==> src/core/pwmc_consts.svh <==
// Purpose: Offsets, field positions, reset values and duty width of the modulator register block.
// Assumes: APB with 32-bit data; each register takes one aligned word.
// Notes: Definitions only.
`ifndef PWMC_CONSTS_SVH
`define PWMC_CONSTS_SVH

// Register byte offsets.
`define PWMC_OFS_CONTROL 12'h000
`define PWMC_OFS_DUTY_HIGH 12'h004
`define PWMC_OFS_DUTY_LOW 12'h008
`define PWMC_OFS_TIMEBASE 12'h00C

// Control register field positions.
`define PWMC_CTL_ON_BIT 7
`define PWMC_CTL_LEVEL_BIT 5
`define PWMC_CTL_INVERT_BIT 4

// Duty-low field position: the two low duty bits sit in bits 7:6.
`define PWMC_DCL_LSB 6

// Reset values.
`define PWMC_CTL_RESET 8'h00
`define PWMC_DUTY_POR 10'h000
`define PWMC_PRESCALE_RESET 8'h00

// Duty width in bits; the counter period follows from it as 1024 duty steps.
`define PWMC_DUTY_W 10

`endif

==> src/core/pwmc_pkg.sv <==
// Purpose: Types shared by the modulator register block.
// Assumes: Included constants header gives the widths.
// Notes: Types only.
`include "pwmc_consts.svh"
package pwmc_pkg;
  typedef struct packed {
    logic [11:0] paddr;
    logic psel;
    logic penable;
    logic pwrite;
    logic [31:0] pwdata;
    logic [3:0] pstrb;
  } pwmc_apb_req_t;

  typedef struct packed {
    logic [31:0] prdata;
    logic pready;
    logic pslverr;
  } pwmc_apb_rsp_t;

  typedef struct packed {
    logic modulator_on;
    logic output_invert_select;
  } pwmc_ctl_t;

  typedef struct packed {
    logic [`PWMC_DUTY_W-1:0] cnt;
    logic tick;
    logic raw;
  } pwmc_eng_t;

  typedef struct packed {
    pwmc_apb_rsp_t rsp;
    pwmc_ctl_t ctl;
    logic [7:0] duty_high;
    logic [1:0] duty_low;
    logic [7:0] prescale;
    logic out;
  } pwmc_state_t;
endpackage

==> src/core/pwmc_engine.sv <==
// Purpose: Duty comparison engine: free-running counter against the duty value, with prescaler enable.
// Assumes: Single clock pclk; advances only on step pulses.
// Notes: Raw output is active-high; polarity is applied by the parent.
`timescale 1ns/1ps
`default_nettype none
module pwmc_engine #(
  parameter int DUTY_W = 10
) (
  input wire logic pclk,
  input wire logic presetn,
  input wire logic run,
  input wire logic [7:0] prescale,
  input wire logic [DUTY_W-1:0] duty,
  output logic raw
);
  import pwmc_pkg::*;

  logic [7:0] div_q;
  logic [7:0] div_d;
  logic [DUTY_W-1:0] cnt_q;
  logic [DUTY_W-1:0] cnt_d;
  logic raw_q;
  logic raw_d;
  logic step;

  // Step pulse every prescale+1 cycles; counter and output clear to zero while stopped.
  always_comb begin
    step = run && (div_q == prescale);
    div_d = run ? (step ? 8'h00 : div_q + 8'h01) : 8'h00;
    cnt_d = !run ? '0 : (step ? cnt_q + 1'b1 : cnt_q);
    raw_d = run && (cnt_q < duty); // Output high for duty steps of each period.
  end

  // Engine registers.
  always_ff @(posedge pclk or negedge presetn) begin
    if (!presetn) begin
      div_q <= 8'h00;
      cnt_q <= '0;
      raw_q <= 1'b0;
    end else begin
      div_q <= div_d;
      cnt_q <= cnt_d;
      raw_q <= raw_d;
    end
  end

  assign raw = raw_q;
endmodule
`default_nettype wire

==> src/core/pwmc_top.sv <==
// Purpose: APB register block and output stage of one pulse-width modulator channel.
// Assumes: pclk at 100 MHz; presetn asynchronous active low for the control bits;
//          por_n marks a power-on or brown-out reset, any other reset keeps the duty value.
// Notes: Notes on behaviour follow.
`timescale 1ns/1ps
`default_nettype none
`include "pwmc_consts.svh"
module pwmc_top (
  input wire logic pclk,
  input wire logic presetn,
  input wire logic por_n,
  input wire logic [11:0] paddr,
  input wire logic psel,
  input wire logic penable,
  input wire logic pwrite,
  input wire logic [31:0] pwdata,
  input wire logic [3:0] pstrb,
  output logic [31:0] prdata,
  output logic pready,
  output logic pslverr,
  output logic pwm_out
);
  import pwmc_pkg::*;

  pwmc_state_t s_q;
  pwmc_state_t s_d;
  // Duty value lives apart from the reset-cleared state so that ordinary resets keep it.
  logic [7:0] duty_high_q;
  logic [7:0] duty_high_d;
  logic [1:0] duty_low_q;
  logic [1:0] duty_low_d;
  logic raw;
  logic wr_en;
  logic rd_en;
  logic hit;
  logic [31:0] rdata;

  // Access-phase write strobe and setup-phase read strobe; a write lands at the edge where the master samples pready high.
  // Read data is captured at the setup edge so that it already stands with pready.
  assign wr_en = psel && penable && pwrite && s_q.rsp.pready;
  assign rd_en = psel && !penable && !pwrite;

  pwmc_engine #(
    .DUTY_W(`PWMC_DUTY_W)
  ) u_engine (
    .pclk(pclk),
    .presetn(presetn),
    .run(s_q.ctl.modulator_on),
    .prescale(s_q.prescale),
    .duty({duty_high_q, duty_low_q}),
    .raw(raw)
  );

  // Read mux; unmapped addresses read zero and report an error.
  always_comb begin
    rdata = 32'h0000_0000;
    hit = 1'b1;
    case (paddr)
      `PWMC_OFS_CONTROL: begin
        rdata[`PWMC_CTL_ON_BIT] = s_q.ctl.modulator_on;
        rdata[`PWMC_CTL_LEVEL_BIT] = s_q.out;
        rdata[`PWMC_CTL_INVERT_BIT] = s_q.ctl.output_invert_select;
      end
      `PWMC_OFS_DUTY_HIGH: begin
        rdata[7:0] = duty_high_q;
      end
      `PWMC_OFS_DUTY_LOW: begin
        rdata[7:`PWMC_DCL_LSB] = duty_low_q;
      end
      `PWMC_OFS_TIMEBASE: begin
        rdata[7:0] = s_q.prescale;
      end
      default: begin
        hit = 1'b0;
      end
    endcase
  end

  // Next state of the control side and the bus answer.
  always_comb begin
    s_d = s_q;
    duty_high_d = duty_high_q;
    duty_low_d = duty_low_q;
    s_d.rsp.pready = psel && penable && !s_q.rsp.pready;
    s_d.rsp.pslverr = psel && penable && !s_q.rsp.pready && !hit;
    if (rd_en) begin
      s_d.rsp.prdata = rdata;
    end
    if (wr_en && pstrb[0]) begin
      case (paddr)
        `PWMC_OFS_CONTROL: begin
          s_d.ctl.modulator_on = pwdata[`PWMC_CTL_ON_BIT];
          s_d.ctl.output_invert_select = pwdata[`PWMC_CTL_INVERT_BIT];
        end
        `PWMC_OFS_DUTY_HIGH: begin
          duty_high_d = pwdata[7:0];
        end
        `PWMC_OFS_DUTY_LOW: begin
          duty_low_d = pwdata[7:`PWMC_DCL_LSB];
        end
        `PWMC_OFS_TIMEBASE: begin
          s_d.prescale = pwdata[7:0];
        end
        default: begin
        end
      endcase
    end
    // Polarity applies after the engine; a stopped channel shows its idle level.
    s_d.out = raw ^ s_q.ctl.output_invert_select;
    s_d.duty_high = duty_high_d;
    s_d.duty_low = duty_low_d;
  end

  // Control state clears on every presetn reset; por_n alone leaves it.
  always_ff @(posedge pclk or negedge presetn) begin
    if (!presetn) begin
      s_q.rsp <= '0;
      s_q.ctl <= '0;
      s_q.prescale <= `PWMC_PRESCALE_RESET;
      s_q.out <= 1'b0;
      s_q.duty_high <= 8'h00;
      s_q.duty_low <= 2'b00;
    end else begin
      s_q <= s_d;
    end
  end

  // Duty holds across ordinary resets; power-on clears it to a known pattern for simulation.
  always_ff @(posedge pclk or negedge por_n) begin
    if (!por_n) begin
      duty_high_q <= 8'h00;
      duty_low_q <= 2'b00;
    end else begin
      duty_high_q <= duty_high_d;
      duty_low_q <= duty_low_d;
    end
  end

  assign prdata = s_q.rsp.prdata;
  assign pready = s_q.rsp.pready;
  assign pslverr = s_q.rsp.pslverr;
  assign pwm_out = s_q.out;
endmodule
`default_nettype wire

==> config.mk <==
export PLATFORM = sky130hd
export DESIGN_NAME = pwmc_top
export DESIGN_NICKNAME = d
export VERILOG_FILES = /design/src/core/pwmc_pkg.sv /design/src/core/pwmc_engine.sv /design/src/core/pwmc_top.sv
export VERILOG_INCLUDE_DIRS = /design/src /design/src/core
export SDC_FILE = /design/constraint.sdc
export NUM_CORES = 1
export LEC_CHECK = 0
export ABC_AREA = 1
export BUFFER_PORTS_ARGS = -buffer_cell sky130_fd_sc_hd__buf_2
export CAP_MARGIN = 20
export CORE_ASPECT_RATIO = 1.1
export CORE_MARGIN = 2
export CORE_UTILIZATION = 55
export CTS_BUF_LIST = sky130_fd_sc_hd__clkbuf_4 sky130_fd_sc_hd__clkbuf_8 sky130_fd_sc_hd__clkbuf_16
export DETAILED_ROUTE_END_ITERATION = 10
export GPL_TIMING_DRIVEN = 1
export HOLD_SLACK_MARGIN = 0.12
export PLACE_DENSITY = 0.9
export SYNTH_ARGS = -nofsm -noshare
export SYNTH_HDL_FRONTEND = slang
export SYNTH_SLANG_ARGS = --single-unit
==> constraint.sdc <==
create_clock -name pclk -period 2 [get_ports pclk]
set_clock_uncertainty 0.05 [all_clocks]
set_input_delay 0 -clock pclk [delete_from_list [all_inputs] [get_ports pclk]]
set_output_delay 0 -clock pclk [all_outputs]
set_load 0.02 [all_outputs]
After elaboration in Yosys (flattened, before gate mapping)
Index checks and enable logic that the tools add are counted. W data, S select, Z words.

Bits in registers: 50. Input port bits: 54.

$lt $le $gt $ge: 1. Bitwise gates (word level): 1. Reductions and logical operators: 20. $add $sub $neg: 2. Equality and inequality tests: 5. Muxes and demuxes: 9.

Operators with widths (number): $eq A12 B4 Y1 const B (2); $mux W10 (2); $mux W8 (2); $eq A12 B3 Y1 const B (1); $logic_not A12 Y1 (1); $add A10 B1 Y10 const B (1); $logic_and A1 B1 Y1 (10); $lt A10 B10 Y1 (1); $add A8 B1 Y8 const B (1); $eq A8 B8 Y1 (1); $pmux W4 S2 (1); $reduce_and A2 Y1 (4); $pmux W2 S3 (1); $logic_not A1 Y1 (4); $pmux W1 S4 (1); $reduce_or A4 Y1 (1); $pmux W1 S3 (1); $ne A2 B1 Y1 const B (1); $mux W1 (1); $xor A1 B1 Y1 (1).

Longest topological paths before layout
Gate-level depths: netlist of run 1.

Word-level depth: 5. Gate-level depth with buffers: 9. Mapped depth without buffers: 9.

Cells and area by module
From an unflattened synthesis of run 1, not the netlist that was laid out.

Cells, all modules: 425. Area, all modules: 3290.7 sq um.

Modules (own cells, without submodules): pwmc_top (times used 1, area an instance 1835.5 sq um, cells each 214); pwmc_engine (times used 1, area an instance 1455.1 sq um, cells each 211).

Worst setup path after synthesis of run 1
No wires, ideal clock.

Kind: register to register. From: register u_engine.cnt_q[0]. To: register u_engine.cnt_q[8]. Cell stages (with the launch flop): 9. Setup time: 118 ps. Path slack: 674 ps. Buffers on the path: 0. Arrival: 1158 ps. Cell sequence: dfrtp_1 -> ha_1 -> nand3_1 -> nor2_1 -> nand4_1 -> nand2_1 -> inv_1 -> nand3_1 -> nand2_1.

Longest elaborated chain between the ends: 3.

Ends and longest elaborated chain: start, declared (line pwmc_engine.sv:20) `logic [DUTY_W-1:0] cnt_q;`; start signal, assigned (line pwmc_engine.sv:42) `cnt_q <= cnt_d;`; $add A10 B1 Y10 (line pwmc_engine.sv:30) `cnt_d = !run ? '0 : (step ? cnt_q + 1'b1 : cnt_q);`; $mux W10 (2 in a row) (line pwmc_engine.sv:30).

No other way between the ends. The select of a mux whose other input is x is not followed. A chain may end at the register's enable or synchronous reset.

Final worst setup path of run 1
From: input port paddr[0]. To: register s_q[20] (netlist name).

Longest elaborated chain between the ends: 2.

Ends and longest elaborated chain: start, declared (line pwmc_top.sv:12) `input wire logic [11:0] paddr,`; $logic_not A12 Y1 (line pwmc_top.sv:90) `case (paddr)`; $reduce_and A2 Y1 (no source line); end, declared (line pwmc_top.sv:25) `pwmc_state_t s_q;`.

No other way between the ends.

==> metrics list, run 1 <==
- Result of the run: finished, final reports clean
- Final weighted congestion in routability-driven placement: around 0.87
- At the end of the flow the core is filled with cells to 0.6609.
- Overall power: approximately 2.9 mW
- Clock tree root driver cell: sky130_fd_sc_hd__clkbuf_8
* Critical path type: input pin to flip-flop
* Horiz. Die Dim: 76.21 um
* DR WL/cell: 13.27 um
- STA puts the critical path data required time at around 2.2 ns.
- The worst pin sits at a relative slew slack of 0.3825.
- At the later pin of the worst-skew pair, clock insertion delay measures about 0.31 ns.
- Core Box Area: between 5000 and 6000 um^2
- Before antenna repair, the detailed router went through 4 iterations.
* Clock H-tree levels: 2
- Tightest Pin Transition: 0.9263 ns
* Clock Sinks: 50
* Clock transition at path regs: about 0.090 ns
- Number of nets still failing antenna checks after routing: 0
* Global-route wire length before repair: about 12,000 um
* Final slew viol count: 0
- DRT Wirelength: a little under 7000 um
* Buffers on Ports: 37
- Yosys printed 0 warnings.
- The number of hold-slack violations in the final timing report was 0.
- Using the TritonRoute via totals, the vias-per-cell ratio works out to approximately 5.2.
- Cells after Synth: between 300 and 400
* Kind of path behind the tightest hold check: input pin to flip-flop
- The HPWL after detailed placement is 4681 um.
* Minimum setup slack after placement: roughly 0.54 ns
- The filler cells instantiated in the layout total around 430.
* Residual DRC: 0
- For this run, the total global-route usage over all layers was measured as 0.2237.
- Of all nets on the critical path, the largest fanout is 5.
* CP Buf/Inv Count: 4
- Entering global routing, the biggest net connects just over 40 pins.
- Compared with the post-synthesis result, the final layout area differs by 14.52%.
- Dividing the synthesized area by the synthesized cell count gives about 8.1 um^2.
- Final design area excluding fillers: 3612 um^2
- For this design the ratio of total power to cell area is 790.1 nW/um^2.
* Startpoint kind of the worst setup timing path: input pin
* Effective utilization at floorplan: 0.5772
- Number of cells on the worst reg-to-reg path: 5
- Setup repair after global routing left no endpoint under its margin.
- For this run, the slowest stage of the critical path takes between 0.5 and 0.6 ns.
- The cell family contributing the most delay on the critical path is buffers and inverters.
- Number of antenna violations at the first check in global routing: 0
* WP depth: 10
* Final setup vio count: 0
- The via count of the first global-routing pass came to approximately 2,500.
- Once routing completed, OpenROAD measured the worst setup slack at 0.1421 ns.
- Cell area after placement: around 3300 um^2
- The die covers 6357 um^2.
* Worst vdd ir: 0.0003786 V
- Total congestion overflow after global routing: 0
- Top-level I/O count: 89
* Worst Path Arrival: slightly above 2 ns
- For this run, the register share of the synthesized area comes to 0.3967.
- Setup crit end kind: flip-flop
- Minimum period implied by the final worst setup slack: around 1.9 ns
* Antenna cell count: 0
* Via total after detailed routing: between 2,000 and 3,000
- Crit share post-route: 0.9289
- Floorplan die height: around 83 um
* CTS Buf Count: 5
- Register bit count reported by yosys: 50
- The analysis attributes to cell leakage a power of between 1.5 and 2 nW.
- TritonCTS built the clock tree.
* Net count of the finished layout: around 500
- The tool flagged a number of max-cap violations equal to 0.
* Cell-by-cell listing of the critical path: dlygate4sd3_1, buf_2, nor2_4, inv_1, nor2_2, nand2_1, nor2_2, nand2_1, dlygate4sd3_1, o21ai_0
- Static timing analysis puts the maximum clock frequency at approximately 540 MHz.
- Summing every instance area after synthesis gives 3154 um^2.
- Detailed router's first-iteration violation count: 209
- Total negative slack for setup checks: 0 ns
* Max clock buf depth: 2
- Worst hold path stage count: 4
- Critical-path cell with the highest stage delay: sky130_fd_sc_hd__dlygate4sd3_1
- Synthesis instantiated 32 different standard cells from the library.
- Rows: 28
- Ratio of cells with drive above 1 in the final layout: 0.1847
==> metrics by stage <==
step / hold WS (ns) / instances
5_1_grt: 0.1749 / 519
3_3_place_gp: -0.1826 / 489
6_report: 0.1545 / 519
4_1_cts: 0.1232 / 519
2_1_floorplan: -0.3456 / 413
3_5_place_dp: -0.1790 / 489
==> layout make-up <==
cell class	count	area, um^2	share of cell area
inverters	47	176.4	0.04884
flip-flops and latches	50	1251	0.3464
clock buffers	5	68.82	0.01905
clock inverters	3	68.82	0.01905
well taps	75	93.84	0.02598
multi-input cells	277	1525	0.4222
repair buffers	62	427.9	0.1185
==> state kept, by name (all words and copies together), names as in the netlist, 2 cells and up <==
| register | flops |
|---|---|
| duty_high_q | 8 |
| s_q | 10 |
| u_engine.div_q | 8 |
| prdata | 8 |
| u_engine.cnt_q | 10 |
| duty_low_q | 2 |
==> synth_stat cells, drive strengths merged <==
cell,number,share of area
nand3,52,0.090
dfrtp,50,0.40
nor2,36,0.052
xor2,11,0.031
nand3b,5,0.012
and3,1,0.0020
clkbuf,2,0.0024
nor3,5,0.0095
o21bai,2,0.0048
ha,11,0.044
o211a,1,0.0032
conb,1,0.0012
a21boi,2,0.0048
o21a,4,0.0095
xnor2,5,0.014
o21ai,23,0.056
a21oi,4,0.0075
buf,37,0.090
inv,47,0.056
nand2,86,0.10
nand4,5,0.0099
==> what timing repair did <==
action / in CTS / in global routing
endpoints found under the hold margin: 80 / 0
endpoints found under the setup margin: 0 / 1
hold buffers: 22 / 0
resized for setup: 0 / 1
buffers inserted: 0 / 0
==> metal layers <==
layer	vias to the layer above	global-route usage	routed length [um]
met3	17	0.04565	379
met2	118	0.3990	3495
met1	1270	0.2658	2859
li1	1300	-	-
met4	0	0.07934	154
met5	-	0	0
==> power breakdown <==
part	total (mW)	internal, mW	switching (mW)
Combinational	0.739	0.323	0.415
Clock	0.856	0.501	0.354
Sequential	1.26	1.12	0.139
Total	2.85	1.94	0.909
==> placed cells by master, fill, tap and decap left out <==
cell / count
sky130_fd_sc_hd__nand3_1: 50
sky130_fd_sc_hd__nor3_1: 4
sky130_fd_sc_hd__a21boi_0: 2
sky130_fd_sc_hd__o21ai_0: 6
sky130_fd_sc_hd__o21ai_2: 16
sky130_fd_sc_hd__o21ai_1: 1
sky130_fd_sc_hd__nor2_2: 7
sky130_fd_sc_hd__nor2_4: 2
sky130_fd_sc_hd__a21oi_2: 1
sky130_fd_sc_hd__clkinv_4: 1
sky130_fd_sc_hd__dfrtp_1: 50
sky130_fd_sc_hd__xor2_1: 11
sky130_fd_sc_hd__clkbuf_8: 5
sky130_fd_sc_hd__and3_1: 1
sky130_fd_sc_hd__o21bai_1: 2
sky130_fd_sc_hd__inv_1: 45
sky130_fd_sc_hd__nor3_2: 1
sky130_fd_sc_hd__a21oi_1: 3
sky130_fd_sc_hd__ha_1: 11
sky130_fd_sc_hd__conb_1: 24
sky130_fd_sc_hd__o211a_1: 1
sky130_fd_sc_hd__bufinv_16: 2
sky130_fd_sc_hd__nand3_4: 2
sky130_fd_sc_hd__nand2_2: 3
sky130_fd_sc_hd__nand3b_1: 5
sky130_fd_sc_hd__xnor2_1: 5
sky130_fd_sc_hd__nor2_1: 27
sky130_fd_sc_hd__dlygate4sd3_1: 22
sky130_fd_sc_hd__buf_2: 37
sky130_fd_sc_hd__o21a_1: 4
sky130_fd_sc_hd__nand4_1: 5
sky130_fd_sc_hd__buf_4: 3
sky130_fd_sc_hd__nand2_1: 83
sky130_fd_sc_hd__inv_2: 2
==> worst min-delay path: cells and delay by family <==
family,cells,cell delay [ns]
AO/OA/AOI/OAI,1,0.14
buffers and inverters,1,0.09
AND/OR/NAND/NOR,2,0.23
==> final timing paths <==
| kind | slack, ns | startpoint | endpoint |
|---|---|---|---|
| worst min register to register | 0.39 | u_engine.raw$_DFF_PN0_ | pwm_out$_DFF_PN0_ |
| max in group asynchronous | 0.94 | por_n | duty_high_q[4]$_DFFE_PN0P_ |
| worst max register to register | 0.36 | pready$_DFF_PN0_ | s_q[20]$_DFFE_PN0P_ |
| min in group asynchronous | 0.30 | presetn | u_engine.cnt_q[0]$_DFFE_PN0P_ |
| worst min-delay path | 0.15 | pstrb[0] | s_q[20]$_DFFE_PN0P_ |
| worst max-delay path | 0.14 | paddr[0] | s_q[20]$_DFFE_PN0P_ |
==> cells by family after synthesis <==
group / share of synthesized area
fa+ha+maj: 0.04363
simple gates: 0.2808
xor+xnor: 0.04443
buf+inv: 0.1480
compound gates: 0.08528
flops: 0.3967
other cells: 0.001189
Note: power is estimated with default switching activity, not from simulation.
==> inputs of run 2 (changes only) <==
--- a/config.mk
+++ b/config.mk
@@ -16,7 +16,7 @@
 export DETAILED_ROUTE_END_ITERATION = 10
 export GPL_TIMING_DRIVEN = 1
 export HOLD_SLACK_MARGIN = 0.12
-export PLACE_DENSITY = 0.9
+export PLACE_DENSITY = 0.84
 export SYNTH_ARGS = -nofsm -noshare
 export SYNTH_HDL_FRONTEND = slang
 export SYNTH_SLANG_ARGS = --single-unit
==> metrics list, run 2 (same netlist as run 1, synthesis figures left out) <==
* Pwr Density: 757.3 nW/um^2 (-4.2%)
- Final slew viol count: 0 (unchanged)
- The total clock sinks is 50 (unchanged).
- The share of the clock period used by the worst path after layout is 0.9379 (+0.009006).
- The clock transition at the register clock pins on the worst setup and hold paths after CTS came to 0.10 ns (about the same).
* Metal3 WL: 271 um (-28%)
* Cell-by-cell listing of the critical path: dlygate4sd3_1, buf_2, inv_1, nand2_1, nor2_2, nand2_1, nor2_2, nand2_1, dlygate4sd3_1, o21ai_0
- The endpoint arrival time on the critical path was 2.06 ns (+0.03 ns).
* Vias in the first global route: 2,604 (+2.4%)
- Rows: 28 (unchanged)
- The number of diodes added for antenna fixing was 0 (unchanged).
- Ratio of cells with drive above 1 in the final layout: 0.1820 (-0.002662)
- The starting utilization of the core area is 0.5772 (unchanged).
- Cell leakage power: 1.846 nW (-0.22%)
- In this run the clock root is driven by a sky130_fd_sc_hd__clkbuf_8.
- Highest achievable clock rate: 533.1 MHz (-0.96%)
- The endpoint required time on the critical path came to 2.18 ns (about the same).
* Met1 Wirelength: 2738 um (-4.2%)
* DR WL/cell: 12.65 um (-4.7%)
- Relative to the synthesized area, the layout overhead comes to 14.36%.
- Floorplan die height: 83.43 um (unchanged)
- Detailed router's first-iteration violation count: 183 (-12%)
- CTS Buf Count: 5 (unchanged)
* Startpoint kind of the worst setup timing path: input pin
- Total congestion overflow after global routing: 0 (unchanged)
- The tightest min-delay check is of the input pin to flip-flop type.
* Via density per instance: 5.073 (-2.7%)
* Residual DRC: 0 (unchanged)
- Highest metal layer with signal wires: met4
- The pin count of the biggest net entering global routing is 41 (unchanged).
- The sum of routed wire length over all layers is 6577 um (-4.5%).
* First-pass detailed-route iteration total: 4 (unchanged)
- The worst ir drop on vdd came to 0.0004425 V (+17%).
- The setup fix buffers added after clock tree synthesis was 0 (unchanged).
- Among the stages of the critical path, the cell type that occurs most often is sky130_fd_sc_hd__nand2_1.
- Among all stages on the critical path, the largest delay is contributed by sky130_fd_sc_hd__dlygate4sd3_1.
* Final design area excluding fillers: 3607 um^2 (-0.14%)
- Worst-case hold slack: 0.1652 ns (+0.01065 ns)
- The die width came to 76.21 um (unchanged).
* Minimum period implied by the final worst setup slack: 1.876 ns (+0.01801 ns)
- Core Box Area: 5465 um^2 (unchanged)
- CP Max Fanout: 4 (-1)
- The library cell used most frequently in the layout, excluding fill and tap cells, is sky130_fd_sc_hd__nand2_1.
* Top-level I/O count: 89 (unchanged)
- Result of the run: finished, final reports clean
- The standard cell area after detailed placement was 3252 um^2 (unchanged).
- Number of antenna violations at the first check in global routing: 0 (unchanged)
* Final weighted congestion in routability-driven placement: 0.9080 (+4.4%)
- Critical path type: input pin to flip-flop
- The met2 wire length came to 3363 um (-3.8%).
* Buffers on Ports: 37 (unchanged)
* Top library cells by usage in the layout, fill and taps aside: sky130_fd_sc_hd__nand2_1 (83), sky130_fd_sc_hd__nand3_1 (50), sky130_fd_sc_hd__dfrtp_1 (50), sky130_fd_sc_hd__inv_1 (45), sky130_fd_sc_hd__buf_2 (37)
- Final setup vio count: 0 (unchanged)
- The clock network latency to the later pin of the worst-skew pair came to 0.31 ns (about the same).
- Global-route wire length before repair: 11,470 um (-1.3%)
- The number of nets at the end of the flow is 510 (+0.39%).
- Die Footprint: 6357 um^2 (unchanged)
- The actual slew at the worst max-slew pin was 0.8832 ns (-0.04310 ns).
* Half-perimeter wire length after placement: 4654 um (-0.59%)
- Clock H-tree levels: 2 (unchanged)
- Delay of the slowest cell on the worst path: 0.55 ns (about the same)
- The largest registers in the layout are s_q (10), u_engine.cnt_q (10).
- The routed via count was 2,638 (-2.5%).
- Number of nets still failing antenna checks after routing: 0 (unchanged)
* Total negative slack for setup checks: 0 ns (unchanged)
- Max cap viols: 0 (unchanged)
* Max clock buf depth: 2 (unchanged)
- Worst slew margin relative to its limit: 0.4112 (+0.02873)
- RSZ-0062 raised after global routing: no
- STA classifies the critical path endpoint as a flip-flop.
* Final-report hold violation count: 0 (unchanged)
* Total global-route track usage: 0.2236 (about the same)
- TritonCTS clock tree: done
[run 2: cell count changes in the layout (fill, tap and decap cells not counted), sizes merged]
| cell | before | now |
|---|---|---|
| clkbuf | 5 | 6 |
| dlygate4sd3 | 22 | 24 |
| clkinv | 1 | 0 |
| bufinv | 2 | 1 |
[run 2: where the power goes]
| group | leakage (nW) | switching, mW | total [mW] | internal [mW] |
|---|---|---|---|---|
| logic | 1.12 | 0.408 | 0.736 | 0.328 |
| clock network | 0.0573 | 0.338 | 0.738 | 0.401 |
| registers | 0.668 | 0.137 | 1.26 | 1.12 |
[run 2: area by class of cell]
type	instances	area, um^2
timing repair buffer	64	447.9
inverter	47	176.4
fill	429	1858
multi-input combinational	277	1525
clock buffer	6	82.58
clock inverter	1	30.03
tap	75	93.84
sequential	50	1251
[run 2: through the flow]
stage	power (mW)	std cells	utilization	setup WS, ns
floorplan	1.817	413	-	0.6739
global placement	1.917	489	0.5950	0.5653
detailed placement	1.962	489	0.5950	0.5409
CTS	2.740	520	0.6596	0.1142
global route	2.915	520	0.6600	0.01002
finish	2.732	520	0.6600	0.1241
[run 2: routing by layer]
metal,vias to the layer above,track usage
met5,-,0
met2,82,0.4047
met1,1238,0.2560
met3,16,0.03152
met4,0,0.1124
li1,1302,-
[run 2: path summary, 6_finish.rpt]
check                                             endpoint                    from  slack, ns  cells after the start
worst max-delay path                   s_q[20]$_DFFE_PN0P_                paddr[2]       0.12                     10
worst min-delay path                     pslverr$_DFF_PN0_               paddr[10]       0.17                      5
worst max register to register         s_q[20]$_DFFE_PN0P_        pready$_DFF_PN0_       0.45                      5
worst min register to register           pwm_out$_DFF_PN0_  u_engine.raw$_DFF_PN0_       0.40                      1
max in group asynchronous       duty_high_q[6]$_DFFE_PN0P_                   por_n       0.95                      3
min in group asynchronous               s_q[1]$_DFFE_PN0P_                 presetn       0.29                      2
[run 2: critical path: cells and delay by family]
family | cells | cell delay [ns]
buf+inv | 4 | 1.36
simple gates | 5 | 0.62
compound gates | 1 | 0.07
[run 2: repair_timing]
action	CTS	global route
hold endpoints to repair	79	0
resized for setup	0	1
hold buffers	24	0
setup endpoints to repair	0	1
==> inputs of run 3 (changes only) <==
--- a/config.mk
+++ b/config.mk
@@ -7,6 +7,7 @@
 export NUM_CORES = 1
 export LEC_CHECK = 0
 export ABC_AREA = 1
+export ABC_CLOCK_PERIOD_IN_PS = 2000
 export BUFFER_PORTS_ARGS = -buffer_cell sky130_fd_sc_hd__buf_2
 export CAP_MARGIN = 20
 export CORE_ASPECT_RATIO = 1.1
@@ -16,7 +17,8 @@
 export DETAILED_ROUTE_END_ITERATION = 10
 export GPL_TIMING_DRIVEN = 1
 export HOLD_SLACK_MARGIN = 0.12
-export PLACE_DENSITY = 0.84
+export PLACE_DENSITY = 0.83
 export SYNTH_ARGS = -nofsm -noshare
 export SYNTH_HDL_FRONTEND = slang
+export SYNTH_HIERARCHICAL = 1
 export SYNTH_SLANG_ARGS = --single-unit
==> metrics list, run 3 <==
- Post-synthesis share of cell area spent on and, or, nand and nor gates: 0.3217 (+0.04083)
* Total negative slack for setup checks: 0 ns (unchanged)
- Number of cells upsized or downsized after cts: 0 (unchanged)
- Via total after detailed routing: 2,702 (+2.4%)
- The detailed placement HPWL was 4924 um (+5.8%).
* Most frequently used flop master after synthesis: sky130_fd_sc_hd__dfrtp_1
* WP data required: 2.15 ns (-0.03 ns)
- The die area was 6618 um^2 (+4.1%).
* Net count of the finished layout: 538 (+5.5%)
* DRT Wirelength: 6510 um (-1.0%)
- The worst ir drop on vdd was 0.0004750 V (+7.3%).
- The all-layer global routing usage is 0.2074 (-0.01620).
- Via density per instance: 4.904 (-3.3%)
- The total clock sinks was 50 (unchanged).
- Final slew viol count: 0 (unchanged)
- EDFF count, synth: 0 (unchanged)
* CP Max Fanout: 9 (+5)
* Number of distinct standard cells referenced by the synthesized netlist: 36 (+13%)
- Clock transition at path regs: 0.09 ns (about the same)
- Rows: 29 (+3.6%)
- Cell type contributing the most total cell area after synthesis: sky130_fd_sc_hd__dfrtp_1
- The endpoint arrival time on the critical path was 1.81 ns (-0.25 ns).
- Number of filler cells placed in the layout: 474 (+10%)
- Async set-reset flop share out of synthesis: 1.000 (unchanged)
- The cell area after layout was 3692 um^2 (+2.4%).
- Global-route wire length before repair: 11,070 um (-3.5%)
* Max cap viols: 0 (unchanged)
* Proportion of netlist area held by the largest area contributor: 0.3802 (-0.01644)
- The tree is rooted in a sky130_fd_sc_hd__clkbuf_8.
* Core Box Area: 5769 um^2 (+5.6%)
* Largest registers: s_q (10), u_engine/cnt_q (10)
- The total power density per cell area is 552.6 nW/um^2 (-27%).
- The starting utilization of the core area came to 0.5704 (-0.006777).
- The number of detailed-route iterations in the first pass is 4 (unchanged).
* Multiplexer share of the synthesized area: 0 (unchanged)
* Worst slew margin relative to its limit: 0.3957 (-0.01552)
- Vias in the first global route: 2,547 (-2.2%)
* Setup slack of the worst register-to-register path: 0.44 ns (about the same)
- By startpoint and endpoint, the worst setup path is classified as input pin to flip-flop.
- The number of DRC violations after detailed-routing iteration 0 came to 160 (-13%).
* Floorplan die height: 85.13 um (+2.0%)
* Cell leakage power: 2.001 nW (+8.4%)
* Startpoint kind of the worst setup timing path: input pin
- Result of the run: finished, final reports clean
- Setup repair after global routing left no endpoint under its margin.
* CTS Buf Count: 5 (unchanged)
* Final setup vio count: 0 (unchanged)
* Cell area after placement: 3379 um^2 (+3.9%)
- Skew-Pair Late Insertion Delay: 0.30 ns (about the same)
- TritonCTS clock tree: done
- The remaining design rule violation count came to 0 (unchanged).
- Buffers on Ports: 37 (unchanged)
* Synth Warn #: 6 (+6)
* Library cell with the highest instance count after synthesis: sky130_fd_sc_hd__nand2_1
- Top library cells by usage in the layout, fill and taps aside: sky130_fd_sc_hd__nand2_1 (114), sky130_fd_sc_hd__dfrtp_1 (50), sky130_fd_sc_hd__nand3_1 (48), sky130_fd_sc_hd__inv_1 (47), sky130_fd_sc_hd__buf_2 (37)
- Post-Synth XOR/XNOR Area: 0.02662 (-0.01781)
* Ratio of cells with drive above 1 in the final layout: 0.2025 (+0.02051)
* Final-report hold violation count: 0 (unchanged)
* Tightest Pin Transition: 0.9065 ns (+0.02329 ns)
* Cell count after placement: 526 (+7.6%)
* Total congestion overflow after global routing: 0 (unchanged)
* DR WL/cell: 11.81 um (-6.6%)
* Number of nets still failing antenna checks after routing: 0 (unchanged)
* Horiz. Die Dim: 77.75 um (+2.0%)
- Fraction of the mapped netlist area in compound gates: 0.07034 (-0.01494)
- Post-synthesis average cell area: 7.743 um^2 (-4.3%)
- Register bit count reported by yosys: 50 (unchanged)
* Cells after Synth: 425 (+9.0%)
- The number of levels in the clock H-tree came to 2 (unchanged).
* Dominant combinational cell family by area after synthesis: simple AND/OR/NAND/NOR gates
* Share of the yosys chip area belonging to registers: 0.3802 (-0.01644)
- Compared with the post-synthesis result, the final layout area differs by 12.21%.
- The mapped cell area was 3291 um^2 (+4.3%).
* Crit share post-route: 0.8272 (-0.1108)
* Most frequent standard cell in the layout excluding fill and tap cells: sky130_fd_sc_hd__nand2_1
- The maximum clock insertion buffer count came to 2 (unchanged).
- Highest achievable clock rate: 604.5 MHz (+13%)
* Final weighted congestion in routability-driven placement: 0.8797 (-3.1%)
- The pin count of the biggest net entering global routing was 41 (unchanged).
- Top-level I/O count: 89 (unchanged)
- The number of standard cells in the final layout excluding fillers was 551 (+6.0%).
- Synth cell count leaders: sky130_fd_sc_hd__nand2_1 (114), sky130_fd_sc_hd__dfrtp_1 (50), sky130_fd_sc_hd__nand3_1 (48), sky130_fd_sc_hd__inv_1 (47), sky130_fd_sc_hd__buf_4 (34)
- By area the synthesized netlist is led by sky130_fd_sc_hd__dfrtp_1 (38%), sky130_fd_sc_hd__nand2_1 (13%), sky130_fd_sc_hd__buf_4 (7.8%).
- Number of antenna violations at the first check in global routing: 0 (unchanged)
- In this run the worst hold path is classified as input pin to flip-flop.
- Antenna cell count: 0 (unchanged)
* Synthesized-area fraction occupied by adder cells: 0.04183 (-0.001808)
* Post-CTS Setup Bufs: 0 (unchanged)
* Minimum period implied by the final worst setup slack: 1.654 ns (-0.2216 ns)
* Setup crit end kind: flip-flop
==> run 3: critical path: stages <==
cell,delay [ns]
sky130_fd_sc_hd__dlygate4sd3_1,0.53
sky130_fd_sc_hd__buf_2,0.13
sky130_fd_sc_hd__nor3_2,0.15
sky130_fd_sc_hd__dlygate4sd3_1,0.57
sky130_fd_sc_hd__buf_4,0.15
sky130_fd_sc_hd__inv_1,0.12
sky130_fd_sc_hd__nand2_1,0.10
sky130_fd_sc_hd__nand2_1,0.05
==> run 3: per-stage QoR <==
step	worst slack [ns]	hold WS (ns)	power, mW	util
final	0.3457	0.1295	2.040	0.6400
after global routing	0.2360	0.1453	2.106	0.6400
after detailed placement	0.4544	-0.1753	1.170	0.5858
after CTS	0.3545	0.1284	2.058	0.6400
after floorplan	0.6911	-0.3456	1.148	-
after global placement	0.5161	-0.1810	1.167	0.5858
==> run 3: layout make-up <==
type / instances / area (um^2) / area share
clock buffer: 6 / 82.58 / 0.02237
clock inverter: 2 / 60.06 / 0.01627
inverter: 60 / 226.5 / 0.06134
multi-input combinational: 300 / 1605 / 0.4348
sequential: 50 / 1251 / 0.3389
tap: 77 / 96.34 / 0.02609
timing repair buffer: 56 / 370.4 / 0.1003
==> run 3: logic make-up (layout without fill, tap and decap cells) <==
group / after synthesis / in the layout
compound gates: 31 / 31
xor+xnor: 10 / 10
fa+ha+maj: 11 / 11
buf+inv: 98 / 124
flops: 50 / 50
other cells: 1 / 24
simple gates: 224 / 224
==> run 3: power breakdown <==
group	total (mW)	internal, mW	leakage [nW]	switching, mW
clock	0.868	0.533	0.0714	0.335
sequential	1.01	1.01	0.697	0.00107
combinational	0.159	0.0500	1.23	0.109
total	2.04	1.60	2.00	0.445
==> run 3: final timing paths <==
kind                       cells after the start                             to                from
hold reg to reg                                1               pready$_DFF_PN0_    pready$_DFF_PN0_
max in group asynchronous                      3     duty_high_q[1]$_DFFE_PN0P_               por_n
setup reg to reg                               9    u_engine/div_q[6]$_DFF_PN0_  s_q[5]$_DFFE_PN0P_
min in group asynchronous                      2  u_engine/cnt_q[6]$_DFFE_PN0P_             presetn
hold / removal                                 5            s_q[20]$_DFFE_PN0P_            pstrb[0]
setup / recovery                               8          prdata[5]$_DFFE_PN0P_             penable
==> run 3: what timing repair did <==
item,CTS,global route
hold endpoints to repair,80,0
hold buffers,17,0
setup endpoints to repair,0,0
==> run 3: metal layers <==
metal | global-route usage | vias to the layer above | part of all wire
met2 | 0.3777 | 79 | 0.51
met4 | 0.05032 | 0 | 0.0081
met3 | 0.03723 | 6 | 0.045
met1 | 0.2535 | 1245 | 0.44
li1 | - | 1372 | -
met5 | 0 | - | 0
